`src/core/host_bus_cfg.svh`:
```
/*
 * Constants for the host bus decode and external RAM gating block: address window,
 * timing figures and divider counts.
 * Assumes the including file is compiled after host_bus_pkg.
 */
`ifndef HOST_BUS_CFG_SVH
`define HOST_BUS_CFG_SVH

// =====================================================================
// host address map
`define HB_ADDR_W 17
`define HB_ONCHIP_W 6
`define HB_ONCHIP_LAST 17'h0003f
`define HB_DATA_W 8

// =====================================================================
// timing
`define HB_CLK_HZ 10000000
`define HB_REC_TIME_MS 150
`define HB_REC_CYCLES (`HB_REC_TIME_MS * `HB_CLK_HZ / 1000)
`define HB_REC_CNT_W 21
`define HB_SQW_HALF_EDGES 5'h10
`define HB_SQW_CNT_W 5
`define HB_IRQ_PULSE_CYCLES 16
`define HB_IRQ_CNT_W 8

`endif

```
`src/core/host_bus_pkg.sv`:
```
/*
 * Types shared by the host bus decode block and its testbench.
 * Assumes nothing of its surroundings.
 */
package host_bus_pkg;

	// =====================================================================
	// power supervision states
	typedef enum logic [1:0] {
		PWR_FAIL,
		PWR_RECOVER,
		PWR_GOOD
	} pwr_state_t;

	// =====================================================================
	// which alarm drives the primary interrupt pin
	typedef enum logic {
		ROUTE_TOD_PRIMARY,
		ROUTE_WDOG_PRIMARY
	} irq_route_t;

endpackage

```
`src/core/reg_store.sv`:
```
/*
 * Small synchronous memory for the 64 on-chip timekeeping and user bytes.
 * Read data come out of a register one clock after the address.
 * Assumes one clock and an active-low asynchronous reset.
 */
`timescale 1ns/1ns
`default_nettype none

module reg_store #(
	parameter int AW = 6,
	parameter int DW = 8
) (
	input wire logic i_ref_clk,
	input wire logic i_rst_b,
	input wire logic i_wr_en,
	input wire logic [AW-1:0] i_wr_addr,
	input wire logic [DW-1:0] i_wr_data,
	input wire logic [AW-1:0] i_rd_addr,
	output logic [DW-1:0] o_rd_data
);

	logic [DW-1:0] mem [0:(1<<AW)-1];

	// no reset on the array: contents must survive a reset like backed-up storage
	always_ff @(posedge i_ref_clk) begin
		if (i_wr_en) begin
			mem[i_wr_addr] <= i_wr_data;
		end
	end

	always_ff @(posedge i_ref_clk or negedge i_rst_b) begin
		if (!i_rst_b) begin
			o_rd_data <= '0;
		end else begin
			o_rd_data <= mem[i_rd_addr];
		end
	end

endmodule

`default_nettype wire

```
`src/core/host_bus_decode_sram_gating.sv`:
```
/*
 * Host bus interface of a timekeeping controller: address decode into the on-chip
 * window or external static RAM, RAM enable gating under power supervision,
 * data bus drivers, power-fail output, square-wave and interrupt pins.
 * Assumes asynchronous host strobes and pins (synchronised here), alarm and
 * programming controls from logic on the same clock, and a power-good comparator.
 */
`timescale 1ns/1ns
`default_nettype none

`include "host_bus_cfg.svh"

// How it works
// [RULE_01] low 64 addresses select on-chip registers
// [RULE_02] write on write-strobe rise with chip enable
// [RULE_03] read on-chip location, drive while output enable
// [RULE_04] ram enable follows chip enable when powered
// [RULE_05] ram read enable only off-window, powered, selected
// [RULE_06] host holds chip enable low whole cycle
// [RULE_07] output enable gates own data drivers
// [RULE_08] external read: own drivers off, pass enable
// [RULE_09] square wave 1024Hz, high impedance when off
// [RULE_10] primary interrupt carries chosen alarm, alternate other
// [RULE_11] primary interrupt pulse or level mode
// [RULE_12] power-fail low on protect, high after recovery
// [RULE_13] 17-bit address, 64 on-chip, rest external
// [RULE_14] protection held 150ms after supply returns
// [RULE_15] write spans later fall to earlier rise
// [RULE_16] square wave is crystal divided by 32
// [RULE_17] chip enable ignored internally while power bad
module host_bus_decode_sram_gating #(
	parameter int unsigned REC_CYCLES = `HB_REC_CYCLES,
	parameter int unsigned IRQ_PULSE_CYCLES = `HB_IRQ_PULSE_CYCLES
) (
	input wire logic i_ref_clk,
	input wire logic i_rst_b,
	input wire logic [`HB_ADDR_W-1:0] i_addr,
	input wire logic i_ce_n,
	input wire logic i_oe_n,
	input wire logic i_we_n,
	input wire logic [`HB_DATA_W-1:0] i_dq,
	output logic [`HB_DATA_W-1:0] o_dq,
	output logic o_dq_oe,
	input wire logic i_power_good,
	input wire logic i_crystal_pins,
	input wire logic i_sqw_enable,
	input wire host_bus_pkg::irq_route_t i_irq_route,
	input wire logic i_irq_pulse_mode,
	input wire logic i_tod_alarm,
	input wire logic i_wdog_alarm,
	output logic o_ram_select_out_n,
	output logic o_ram_read_enable_out_n,
	output logic o_power_fail_out_n,
	output logic o_square_wave_out,
	output logic o_square_wave_oe,
	output logic o_irq_primary_n,
	output logic o_irq_alternate_n
);
	import host_bus_pkg::*;

	localparam int SW = `HB_ADDR_W + 3 + `HB_DATA_W + 2;

	function automatic logic is_onchip(input logic [`HB_ADDR_W-1:0] a);
		return a <= `HB_ONCHIP_LAST;
	endfunction

	// =====================================================================
	// pin synchronisers
	logic [SW-1:0] meta_q;
	logic [SW-1:0] sync_q;
	logic [`HB_ADDR_W-1:0] addr_s;
	logic ce_s, oe_s, we_s, pg_s, xtal_s;
	logic [`HB_DATA_W-1:0] dq_s;

	always_ff @(posedge i_ref_clk or negedge i_rst_b) begin
		if (!i_rst_b) begin
			meta_q <= '0;
			sync_q <= '0;
		end else begin
			meta_q <= {i_addr, i_ce_n, i_oe_n, i_we_n, i_dq, i_power_good, i_crystal_pins};
			sync_q <= meta_q;
		end
	end

	assign {addr_s, ce_s, oe_s, we_s, dq_s, pg_s, xtal_s} = sync_q;

	// =====================================================================
	// power supervision
	pwr_state_t pwr_q;
	logic [`HB_REC_CNT_W-1:0] rec_cnt_q;
	logic pwr_ok;

	assign pwr_ok = (pwr_q == PWR_GOOD);

	always_ff @(posedge i_ref_clk or negedge i_rst_b) begin
		if (!i_rst_b) begin
			pwr_q <= PWR_FAIL;
			rec_cnt_q <= '0;
		end else begin
			case (pwr_q)
				PWR_FAIL: begin
					rec_cnt_q <= '0;
					if (pg_s) begin
						pwr_q <= PWR_RECOVER;
					end
				end
				PWR_RECOVER: begin
					if (!pg_s) begin
						pwr_q <= PWR_FAIL; // RULE_12
					end else if (rec_cnt_q == `HB_REC_CNT_W'(REC_CYCLES - 1)) begin
						pwr_q <= PWR_GOOD; // RULE_14
					end else begin
						rec_cnt_q <= rec_cnt_q + 1'b1;
					end
				end
				PWR_GOOD: begin
					if (!pg_s) begin
						pwr_q <= PWR_FAIL;
					end
				end
				default: pwr_q <= PWR_FAIL;
			endcase
		end
	end

	always_ff @(posedge i_ref_clk or negedge i_rst_b) begin
		if (!i_rst_b) begin
			o_power_fail_out_n <= 1'b0;
		end else begin
			o_power_fail_out_n <= pwr_ok && pg_s; // RULE_12
		end
	end

	// =====================================================================
	// address decode and external RAM gating
	logic ce_int, onchip;

	assign ce_int = !ce_s && pwr_ok; // RULE_17
	assign onchip = is_onchip(addr_s); // RULE_01 RULE_13

	always_ff @(posedge i_ref_clk or negedge i_rst_b) begin
		if (!i_rst_b) begin
			o_ram_select_out_n <= 1'b1;
			o_ram_read_enable_out_n <= 1'b1;
		end else begin
			o_ram_select_out_n <= !ce_int; // RULE_04 RULE_14 RULE_06
			o_ram_read_enable_out_n <= !(ce_int && !onchip && !oe_s); // RULE_05 RULE_08
		end
	end

	// =====================================================================
	// on-chip write: commits when the combined strobe window closes
	logic wr_act_d, wr_act_q, wr_en;
	logic [`HB_ONCHIP_W-1:0] wr_addr_q;
	logic [`HB_DATA_W-1:0] wr_data_q;

	assign wr_act_d = ce_int && !we_s && onchip; // RULE_15
	// a write cut short by power loss is dropped rather than committed
	assign wr_en = wr_act_q && !wr_act_d && pwr_ok; // RULE_02

	always_ff @(posedge i_ref_clk or negedge i_rst_b) begin
		if (!i_rst_b) begin
			wr_act_q <= 1'b0;
			wr_addr_q <= '0;
			wr_data_q <= '0;
		end else begin
			wr_act_q <= wr_act_d;
			if (wr_act_d) begin
				wr_addr_q <= addr_s[`HB_ONCHIP_W-1:0];
				wr_data_q <= dq_s;
			end
		end
	end

	// =====================================================================
	// on-chip read path
	logic rd_en, rd_oe_q;
	logic [`HB_DATA_W-1:0] rd_data;

	assign rd_en = ce_int && we_s && onchip; // RULE_03

	reg_store #(
		.AW(`HB_ONCHIP_W),
		.DW(`HB_DATA_W)
	) u_store (
		.i_ref_clk(i_ref_clk),
		.i_rst_b(i_rst_b),
		.i_wr_en(wr_en),
		.i_wr_addr(wr_addr_q),
		.i_wr_data(wr_data_q),
		.i_rd_addr(addr_s[`HB_ONCHIP_W-1:0]),
		.o_rd_data(rd_data)
	);

	// enable delayed to line up with the registered memory data
	always_ff @(posedge i_ref_clk or negedge i_rst_b) begin
		if (!i_rst_b) begin
			rd_oe_q <= 1'b0;
			o_dq_oe <= 1'b0;
			o_dq <= '0;
		end else begin
			rd_oe_q <= rd_en && !oe_s; // RULE_07 RULE_08
			o_dq_oe <= rd_oe_q && rd_en && !oe_s; // RULE_07
			o_dq <= rd_data; // RULE_03
		end
	end

	// =====================================================================
	// square wave from the crystal
	logic xtal_prev_q;
	logic [`HB_SQW_CNT_W-1:0] sqw_cnt_q;

	always_ff @(posedge i_ref_clk or negedge i_rst_b) begin
		if (!i_rst_b) begin
			xtal_prev_q <= 1'b0;
			sqw_cnt_q <= '0;
			o_square_wave_out <= 1'b0;
			o_square_wave_oe <= 1'b0;
		end else begin
			xtal_prev_q <= xtal_s;
			o_square_wave_oe <= i_sqw_enable; // RULE_09
			if (xtal_s && !xtal_prev_q) begin
				if (sqw_cnt_q == `HB_SQW_HALF_EDGES - 1'b1) begin
					sqw_cnt_q <= '0;
					o_square_wave_out <= !o_square_wave_out; // RULE_16
				end else begin
					sqw_cnt_q <= sqw_cnt_q + 1'b1;
				end
			end
		end
	end

	// =====================================================================
	// interrupt pins
	logic prim_src, alt_src, prim_prev_q;
	logic [`HB_IRQ_CNT_W-1:0] pulse_cnt_q;

	assign prim_src = (i_irq_route == ROUTE_WDOG_PRIMARY) ? i_wdog_alarm : i_tod_alarm; // RULE_10
	assign alt_src = (i_irq_route == ROUTE_WDOG_PRIMARY) ? i_tod_alarm : i_wdog_alarm; // RULE_10

	always_ff @(posedge i_ref_clk or negedge i_rst_b) begin
		if (!i_rst_b) begin
			prim_prev_q <= 1'b0;
			pulse_cnt_q <= '0;
			o_irq_primary_n <= 1'b1;
			o_irq_alternate_n <= 1'b1;
		end else begin
			prim_prev_q <= prim_src;
			o_irq_alternate_n <= !alt_src;
			// counter idles at zero in level mode, so a switch to pulse mode shows no stale pulse
			if (!i_irq_pulse_mode) begin
				pulse_cnt_q <= '0;
			end else if (prim_src && !prim_prev_q) begin
				pulse_cnt_q <= `HB_IRQ_CNT_W'(IRQ_PULSE_CYCLES);
			end else if (pulse_cnt_q != '0) begin
				pulse_cnt_q <= pulse_cnt_q - 1'b1;
			end
			if (i_irq_pulse_mode) begin
				o_irq_primary_n <= !((prim_src && !prim_prev_q) || pulse_cnt_q > 1); // RULE_11
			end else begin
				o_irq_primary_n <= !prim_src; // RULE_11
			end
		end
	end
endmodule

`default_nettype wire

```
`config.mk`:
```
export PLATFORM = sky130hd
export DESIGN_NAME = host_bus_decode_sram_gating
export DESIGN_NICKNAME = d
export VERILOG_FILES = /design/src/core/host_bus_pkg.sv /design/src/core/reg_store.sv /design/src/core/host_bus_decode_sram_gating.sv
export VERILOG_INCLUDE_DIRS = /design/src /design/src/core
export SDC_FILE = /design/constraint.sdc
export NUM_CORES = 1
export LEC_CHECK = 0
export BUFFER_PORTS_ARGS = -buffer_cell sky130_fd_sc_hd__buf_2
export CORE_MARGIN = 2
export CORE_UTILIZATION = 65
export DETAILED_ROUTE_END_ITERATION = 12
export PLACE_DENSITY = 0.93
export SETUP_SLACK_MARGIN = 0.05
export SYNTH_ARGS = -nofsm -noshare
export SYNTH_HDL_FRONTEND = slang
export SYNTH_SLANG_ARGS = --single-unit
```
`constraint.sdc`:
```
create_clock -name i_ref_clk -period 5.35 [get_ports i_ref_clk]
set_input_delay 1.07 -clock i_ref_clk [delete_from_list [all_inputs] [get_ports i_ref_clk]]
set_output_delay 1.07 -clock i_ref_clk [all_outputs]
set_load 0.01 [all_outputs]
```
; Word-level counts from Yosys, hierarchy flattened
; Memory sizes are Yosys's and may differ from the RTL's. A register that Yosys moved wholly into a read port is not among the register bits.
; Cells that the tools add are included.
; W data, S select, Z words.
[op_classes]
addsub = 3
order_cmp = 2
eq_ne = 10
mux = 17
reduce_logical = 36
[op_table]
columns = cell, count
row1 = $mux W21, 2
row2 = $pmux W21 S2, 1
row3 = $mux W8, 3
row4 = $add A21 B1 Y21 const B, 1
row5 = $eq A21 B21 Y1 const B, 1
row6 = $le A17 B6 Y1 const B, 1
row7 = $logic_and A1 B1 Y1, 15
row8 = $logic_not A1 Y1, 14
row9 = $gt A8 B1 Y1 const B, 1
row10 = $mux W2, 4
row11 = $ne A2 B2 Y1 const B, 4
row12 = $reduce_bool A8 Y1, 1
row13 = $sub A8 B1 Y8 const B, 1
row14 = $pmux W2 S3, 1
row15 = $reduce_and A3 Y1, 2
row16 = $add A5 B1 Y5 const B, 1
row17 = $eq A5 B4 Y1 const B, 1
row18 = $mux W1, 5
row19 = $mux W5, 1
row20 = $ne A3 B1 Y1 const B, 1
row21 = $ne A3 B3 Y1 const B, 1
row22 = $eq A2 B1 Y1 const B, 1
row23 = $eq A2 B2 Y1 const B, 1
row24 = $logic_not A2 Y1, 1
row25 = other kinds (3), 3
[totals]
register_bits = 130
mem_bits_rw = 512
inputBits = 37
memories = 1
[memory_table]
columns = memory, depth, width, read_ports, rd_clocked_by_memory_dff, wr, line_no
row1 = u_store.mem, 64, 8, 1, 1, 1, reg_store.sv:22  ; logic [DW-1:0] mem [0:(1<<AW)-1];

; Longest topological paths before layout
; Gate-level depths: netlist of run 1.
[depth]
word_depth = 9
ltp_mapped = 9
ltp_nobuf = 7

; Modules after synthesis
; Synthesis of run 1 repeated with hierarchy kept, for this count alone.
[unflattened]
cells_unflattened = 1302
area_unflattened_um2 = 24955.2
[modules_own_cells]
columns = module, n_inst, cells_per_inst, area_per_inst_um2, seq_area_each_um2
row1 = reg_store, 1, 942, 20211.9, 15574.9
row2 = host_bus_decode_sram_gating, 1, 360, 4743.3, 3258.1

; Worst setup path after synthesis of run 1
; No wires, ideal clock.
[synth_path]
kind = register to register
from = register pwr_q[1]
to = memory u_store.mem[61][0], enable pin
arrival_ns = 1.768
setup_slack_ns = 3.212
stages_incl_launch_ff = 7
path_buffers = 1
synth_period_minus_slack_ns = 2.138
cell_sequence = dfrtp_1 > buf_2 > nor4b_1 > nand4_1 > and3b_1 > nand4_1 > nor2_1
[synth_between]
elab_chain_len = 9
[synth_lines]
columns = element, line_no
row1 = start: declaration, host_bus_decode_sram_gating.sv:89  ; pwr_state_t pwr_q;
row2 = start signal: assignment, host_bus_decode_sram_gating.sv:97  ; pwr_q <= PWR_FAIL;
row3 = start signal: assignment, host_bus_decode_sram_gating.sv:104  ; pwr_q <= PWR_RECOVER;
row4 = start signal: assignment, host_bus_decode_sram_gating.sv:109  ; pwr_q <= PWR_FAIL;
row5 = $eq A2 B2 Y1 *, host_bus_decode_sram_gating.sv:93  ; assign pwr_ok = (pwr_q == PWR_GOOD);
row6 = $logic_and A1 B1 Y1, host_bus_decode_sram_gating.sv:138  ; assign ce_int = !ce_s && pwr_ok;
row7 = $logic_and A1 B1 Y1 (2 in a row), host_bus_decode_sram_gating.sv:157  ; assign wr_act_d = ce_int && !we_s && onchip;
row8 = $logic_not A1 Y1, host_bus_decode_sram_gating.sv:159  ; assign wr_en = wr_act_q && !wr_act_d && pwr_ok;
row9 = $logic_and A1 B1 Y1, host_bus_decode_sram_gating.sv:159
row10 = $logic_and A1 B1 Y1 *, host_bus_decode_sram_gating.sv:159
row11 = $mux W1 *, reg_store.sv:26  ; if (i_wr_en) begin
row12 = $mux W1 (not written as such) *, reg_store.sv:27  ; mem[i_wr_addr] <= i_wr_data;
row13 = end: declaration, reg_store.sv:22
; Mark *: on every way between the ends. The rest lies on a longest branch, timed or not.

; Worst setup path after layout of run 1
[layout_path]
from = register pwr_q[1]
to = memory u_store.mem[63][6], enable pin
; Same word-level chain as after synthesis.

==> results.md, run 1 <==
* Post-route setup TNS at 0 ps
* CP Launch Type: flip-flop
* Register area share after synthesis at 75.9%
* First-pass GRT wire length at 86,700 um
* DR WL met3 at 6110 um
* Row cnt at 71
* Final Max Tran Viols at 0
* Mapped Area at 0.0248 sq mm
* Vias after detailed routing at 13.6k
* Slew Limit Headroom at 8.99%
* Layout cell share with drive strength beyond 1 at roughly a fifth
* Worst Tran Pin Value at 1370 ps
* Resize count post-CTS at 0
* WHS Path Cells at 0
* Area contributors post-synth: edfxtp_1, dfrtp_1, mux4_2
* Htree depth at 2
* DRT iter0 DRCs at 1,804
* Post-CTS Repair Setup Buffers at 0
* Diodes inserted at 0
* Drt total wl at 58,200 um
* Clk sinks at 650
* Post-Syn Area per Cell at 18.9 sq um
* HP Class: flip-flop to flip-flop
* Final GP Congestion at 0.870
* Main flop type after synthesis: edfxtp_1
* Worst-path maximum fanout at 10
* Tmin final at 3340 ps
* Vias per inst at about 7.0
* Top cells by count, synth: edfxtp_1, dfrtp_1, nor2_1, mux4_2, nand2_1
* Number of top-level pins at 53
* Vias in the first global route at around 14k
* Synthesized instance count at 1,316
* Final antenna-violating net count at 0
* Cts hold-fix bufs at 0
* Power density over the cells at 376 mW/mm^2
* Flop pwr share at 54.2%
* Status: finished with violations
* P&R area growth vs syn at 10.4%
* Crit path cell chain: nor2b_1 -> and3_1 -> nand4_1 -> nor2_1
* Critical Path RT at 5590 ps
* Reg clk slew, reported paths at ~70 ps
* VDD IR max at around 0.4 mV
* Core Area at 0.0377 sq mm
* Crit path DAT at 3580 ps
* Router iterations before antenna repair at 12
* Clock latency at the later pin of the worst-skew pair at about 630 ps
* Fmax at 299 MHz
* Logic gate share of total power at roughly 4.4%
* Failing checks: design-rule violations
* Clock share of power at 41.4%
* Crit end category: flip-flop
* Synth cell types at 60
* Multi-input logic area at 0.00558 sq mm
* Max Root-Sink Buffers at 3
* Sw Pwr at roughly 2.2 mW
* CP peak stage delay at about 900 ps
* Die area at 0.0397 sq mm
* Initial antenna violation count at 0
* Num CTS Buffers at 59
* DRC Markers at 1
* Sw Ratio at 21.0%
* EDFF count, synth at 512
* Die Wd at about 200 um
* WS Path Type: flip-flop to flip-flop
* Initial Util at 65.9%
* Highest routed layer: met4
* Final hold violations at 0
* Final Total Pwr at 10.3 mW
* Aggregate global-route resource usage at 30.5%
* Total gr overflow at 0
* Root Driver: clkbuf_16
* WL met2 at between 20,000 and 30,000 um
* Yosys top cell area share at roughly 62%
* Max cap viols at 0
* Ys async rst share at 21.2%
* Die height at 199 um
* YS warnings at 0
* RSZ-0062 raised after global routing: false
* Internal at 8.13 mW
* Synth area leader: edfxtp_1
* Most frequent cell after synthesis: edfxtp_1
* Synthesized flop and latch total at 650
* PortBufs at 52
* R2R cell count at 4
* Period utilization at 62.4%
* Lkg Pwr at 7.96 nW
* HPWL after DPL at 32,700 um
* Nets at 1,416
* Sequential cell area at 0.0189 sq mm
* Synth Net Count at 1,357
* DR WL/cell at 30.1 um
* Hold WS at 330 ps
* Slowest CP cell: nor2_1
* Clock Skews at 36.7 ps
* Min setup slack post-route at 2010 ps
* Setup violators final at 0
* # fillers at approximately 2.0k
* Largest net degree at the start of global routing at 96
* Pre-CTS setup slack at 2200 ps
* CTS tree: yes
* M1 wire length at 19,900 um
-- power by group through the flow --
stage / combinational (mW) / clock [mW] / sequential, mW
6_report: 0.456 / 4.26 / 5.58
5_1_grt: 0.498 / 4.46 / 5.58
4_1_cts: 0.454 / 4.28 / 5.57
3_5_place_dp: 0.444 / 0 / 5.67
3_3_place_gp: 0.421 / 0 / 5.66
2_1_floorplan: 0.337 / 0 / 5.62
-- worst max-delay path, delay by kind of cell (launching register included) --
family	cells	cell delay [ps]
and+or+nand+nor	4	2430
DFF	1	530
-- cells in the final DEF, fill, tap and decap left out, drive strengths merged, types with 17 or more instances in the layout --
cell and n:
edfxtp 512, clkbuf 82, nor2 104, dfrtp 134, buf 60, a21oi 17
nand3 20, mux4 104, a22oi 26, a211oi 17, mux2 33, clkinv 17
nand2 56, mux2i 27
-- cell families (layout without fill, tap and decap cells) --
kind of cell    Yosys count  in the layout  share of synthesized area [%]
flops                   650            650                           75.9
simple gates            262            262                           5.09
mux                     164            164                           12.2
compound gates          150            150                           4.38
buf+inv                  71            178                           1.64
xor+xnor                 15             15                          0.530
fa+ha+maj                 4              4                          0.202
-- worst paths after layout --
kind | from | to | slack [ps]
min | meta_q[22] | sync_q[22] | 330
max | pwr_q[1] | u_store.mem[63][6] | 2010
max in group asynchronous | i_rst_b | wr_data_q[6] | 3590
max reg2reg | pwr_q[1] | u_store.mem[63][6] | 2010
min reg2reg | meta_q[22] | sync_q[22] | 330
min in group asynchronous | i_rst_b | meta_q[7] | 530
-- metrics by stage --
stage / std cells / instance area [sq um] / utilization (%)
6_report: 1934 / 27400 / 72.7
5_1_grt: 1934 / 27400 / 72.7
4_1_cts: 1934 / 27400 / 72.7
3_5_place_dp: 1825 / 25500 / 67.6
3_3_place_gp: 1825 / 25500 / 67.6
2_1_floorplan: 1316 / 24800 / -
-- state kept, by name (all words and copies together) (netlist names) --
name and flops:
u_store.mem 512, pwr_q 2, o_ram_select_out_n 1, o_power_fail_out_n 1, o_dq 8, u_store.o_rd_data 8
sync_q 30, o_square_wave_oe 1, meta_q 30, xtal_prev_q 1, rec_cnt_q 21, rd_oe_q 1
o_ram_read_enable_out_n 1, prim_prev_q 1, o_square_wave_out 1, sqw_cnt_q 5, wr_act_q 1, wr_addr_q 6
wr_data_q 8, o_irq_primary_n 1, pulse_cnt_q 8, o_dq_oe 1, o_irq_alternate_n 1
-- layer usage --
| layer | track usage, % | up-vias |
|---|---|---|
| met3 | 6.48 | 235 |
| met4 | 13.8 | 0 |
| li1 | - | 5376 |
| met1 | 39.0 | 6854 |
| met5 | 0 | - |
| met2 | 50.9 | 1098 |
-- cell type report --
cell class / count / area share [%]
clock buffers: 82 / 5.85
clock inverters: 27 / 1.21
inverters: 9 / 0.123
multi-input cells: 595 / 20.4
flip-flops and latches: 650 / 68.8
well taps: 511 / 2.33
repair buffers: 60 / 1.28
Power figures use the tool's default switching activity.
==> run 2: changes to the inputs <==
Settings changed: CORE_UTILIZATION 65 to 62, PLACE_DENSITY 0.93 to 0.9.
Clock period 5.35 ns to 3.5 ns, I/O delays scaled along.
==> run 2 against run 1 <==
The flow now finishes without violations. Critical endpoint is now u_store.o_rd_data[4]. Sequential share of layout area is 1.5 points lower. Fmax is 19% higher. Cell count is 3.8% higher. Combinational power is 63% higher.
==> results.md, run 2 (same netlist as run 1, synthesis figures left out) <==
* Status: complete, no violations
* Final Max Tran Viols at 0
* Die height at 204 um
* Core Area at 0.0396 sq mm
* Router iterations before antenna repair at 5
* Total gr overflow at 0
* Period utilization at around 80%
* Commonest non-fill, non-tap cells in the layout: edfxtp_1, dfrtp_1, nor2_1
* HPWL after DPL at 32,000 um
* Vias per inst at 6.68
* First-pass GRT wire length at 83,000 um
* Crit end category: flip-flop
* Final GP Congestion at slightly below 0.9
* Critical Path RT at 4010 ps
* Number of top-level pins at 53
* Crit path DAT at 3300 ps
* Number of flip-flops under the largest register name at a little over 500
* Top reg by flops: u_store.mem
* Final hold violations at 0
* Nets at 1,472
* Row cnt at between 70 and 80
* Setup violators final at 0
* VDD IR max at approximately 0.45 mV
* Clock latency at the later pin of the worst-skew pair at 620 ps
* Die area at 0.0416 sq mm
* Post-CTS Repair Setup Buffers at 0
* PortBufs at 52
* Htree depth at 2
* Root Driver: clkbuf_16
* Commonest non-fill, non-tap cell in the layout: edfxtp_1
* Worst Tran Pin Value at roughly 1400 ps
* Aggregate global-route resource usage at 27.1%
* Worst-path maximum fanout at 34
* Vias in the first global route at 13.5k
* Initial Util at 62.6%
* DRT iter0 DRCs at 1,914
* Max Root-Sink Buffers at 3
* Die Wd at 204 um
* RSZ-0062 raised after global routing: false
* Top Registers: u_store.mem (512), meta_q (30), sync_q (30)
* Initial antenna violation count at 2
* Power density over the cells at 570 mW/mm^2
* Fmax at 357 MHz
* P&R area growth vs syn at 12.9%
* Lkg Pwr at 8.35 nW
* Cts hold-fix bufs at 0
* Final antenna-violating net count at 0
* CTS tree: yes
* WS Path Type: flip-flop to flip-flop
* HP Class: input pin to asynchronous set/reset pin
* CP Launch Type: flip-flop
* DRC Markers at 0
* Resize count post-CTS at 0
* Drt total wl at 55,200 um
* Slew Limit Headroom at 9.93%
* Max cap viols at 0
* DR WL/cell at ~27 um
* Clock Skews at 21.3 ps
* Clk sinks at 650
* Post-route setup TNS at 0 ps
* Largest net degree at the start of global routing at 76
* Final Total Pwr at 16.0 mW
* Reg clk slew, reported paths at 70 ps
* Num CTS Buffers at 59
* Tmin final at ~2800 ps
* Vias after detailed routing at 13.4k
* Layout cell share with drive strength beyond 1 at 24.3%
-- run 2: area by class of cell --
class / count / area [sq um]
clock inverter: 33 / 348
clock buffer: 79 / 1720
inverter: 9 / 33.8
multi-input combinational: 595 / 5580
tap: 525 / 657
antenna: 1 / 2.50
timing repair buffer: 116 / 822
sequential: 650 / 18900
fill: 2245 / 11600
-- run 2: power by group --
part / leakage, nW / switching [mW] / internal, mW
clock network: 1.01 / 2.80 / 3.91
registers: 5.22 / 0.134 / 8.36
logic: 2.12 / 0.437 / 0.305
-- run 2: final timing paths --
check	endpoint	slack (ps)	cells past startpoint	startpoint
max	u_store.o_rd_data[4]	700	6	sync_q[13]
min	o_square_wave_out	60	1	i_rst_b
max reg2reg	u_store.o_rd_data[4]	700	6	sync_q[13]
min reg2reg	sync_q[26]	340	0	meta_q[26]
max in group asynchronous	meta_q[16]	2610	2	i_rst_b
min in group i_ref_clk	meta_q[13]	190	1	i_addr[0]
-- run 2: per-stage QoR --
step           utilization [%]  hold slack (ps)  worst slack (ps)  cell area (sq um)  std cells
2_1_floorplan                -              331              1360              24800       1316
3_3_place_gp              65.4              332               810              25900       1895
3_5_place_dp              65.4              335               787              25900       1895
4_1_cts                   70.7             72.1               750              28000       2007
5_1_grt                   70.7             89.6               627              28000       2007
6_report                  70.7             63.8               703              28000       2008
-- run 2: layer usage --
metal	vias up	wire length, um	global-route usage (%)
met5	-	15	0
met4	2	1750	9.76
met3	128	5280	4.61
met2	942	27700	44.3
met1	6859	20400	37.4
li1	5489	-	-
-- run 2: worst max-delay path: stages, from the launching register on --
cell and delay [ps]:
dfrtp_4 620, buf_12 330, mux4_1 590, a22o_1 300
a211oi_1 510, a31oi_1 90, a21o_1 200
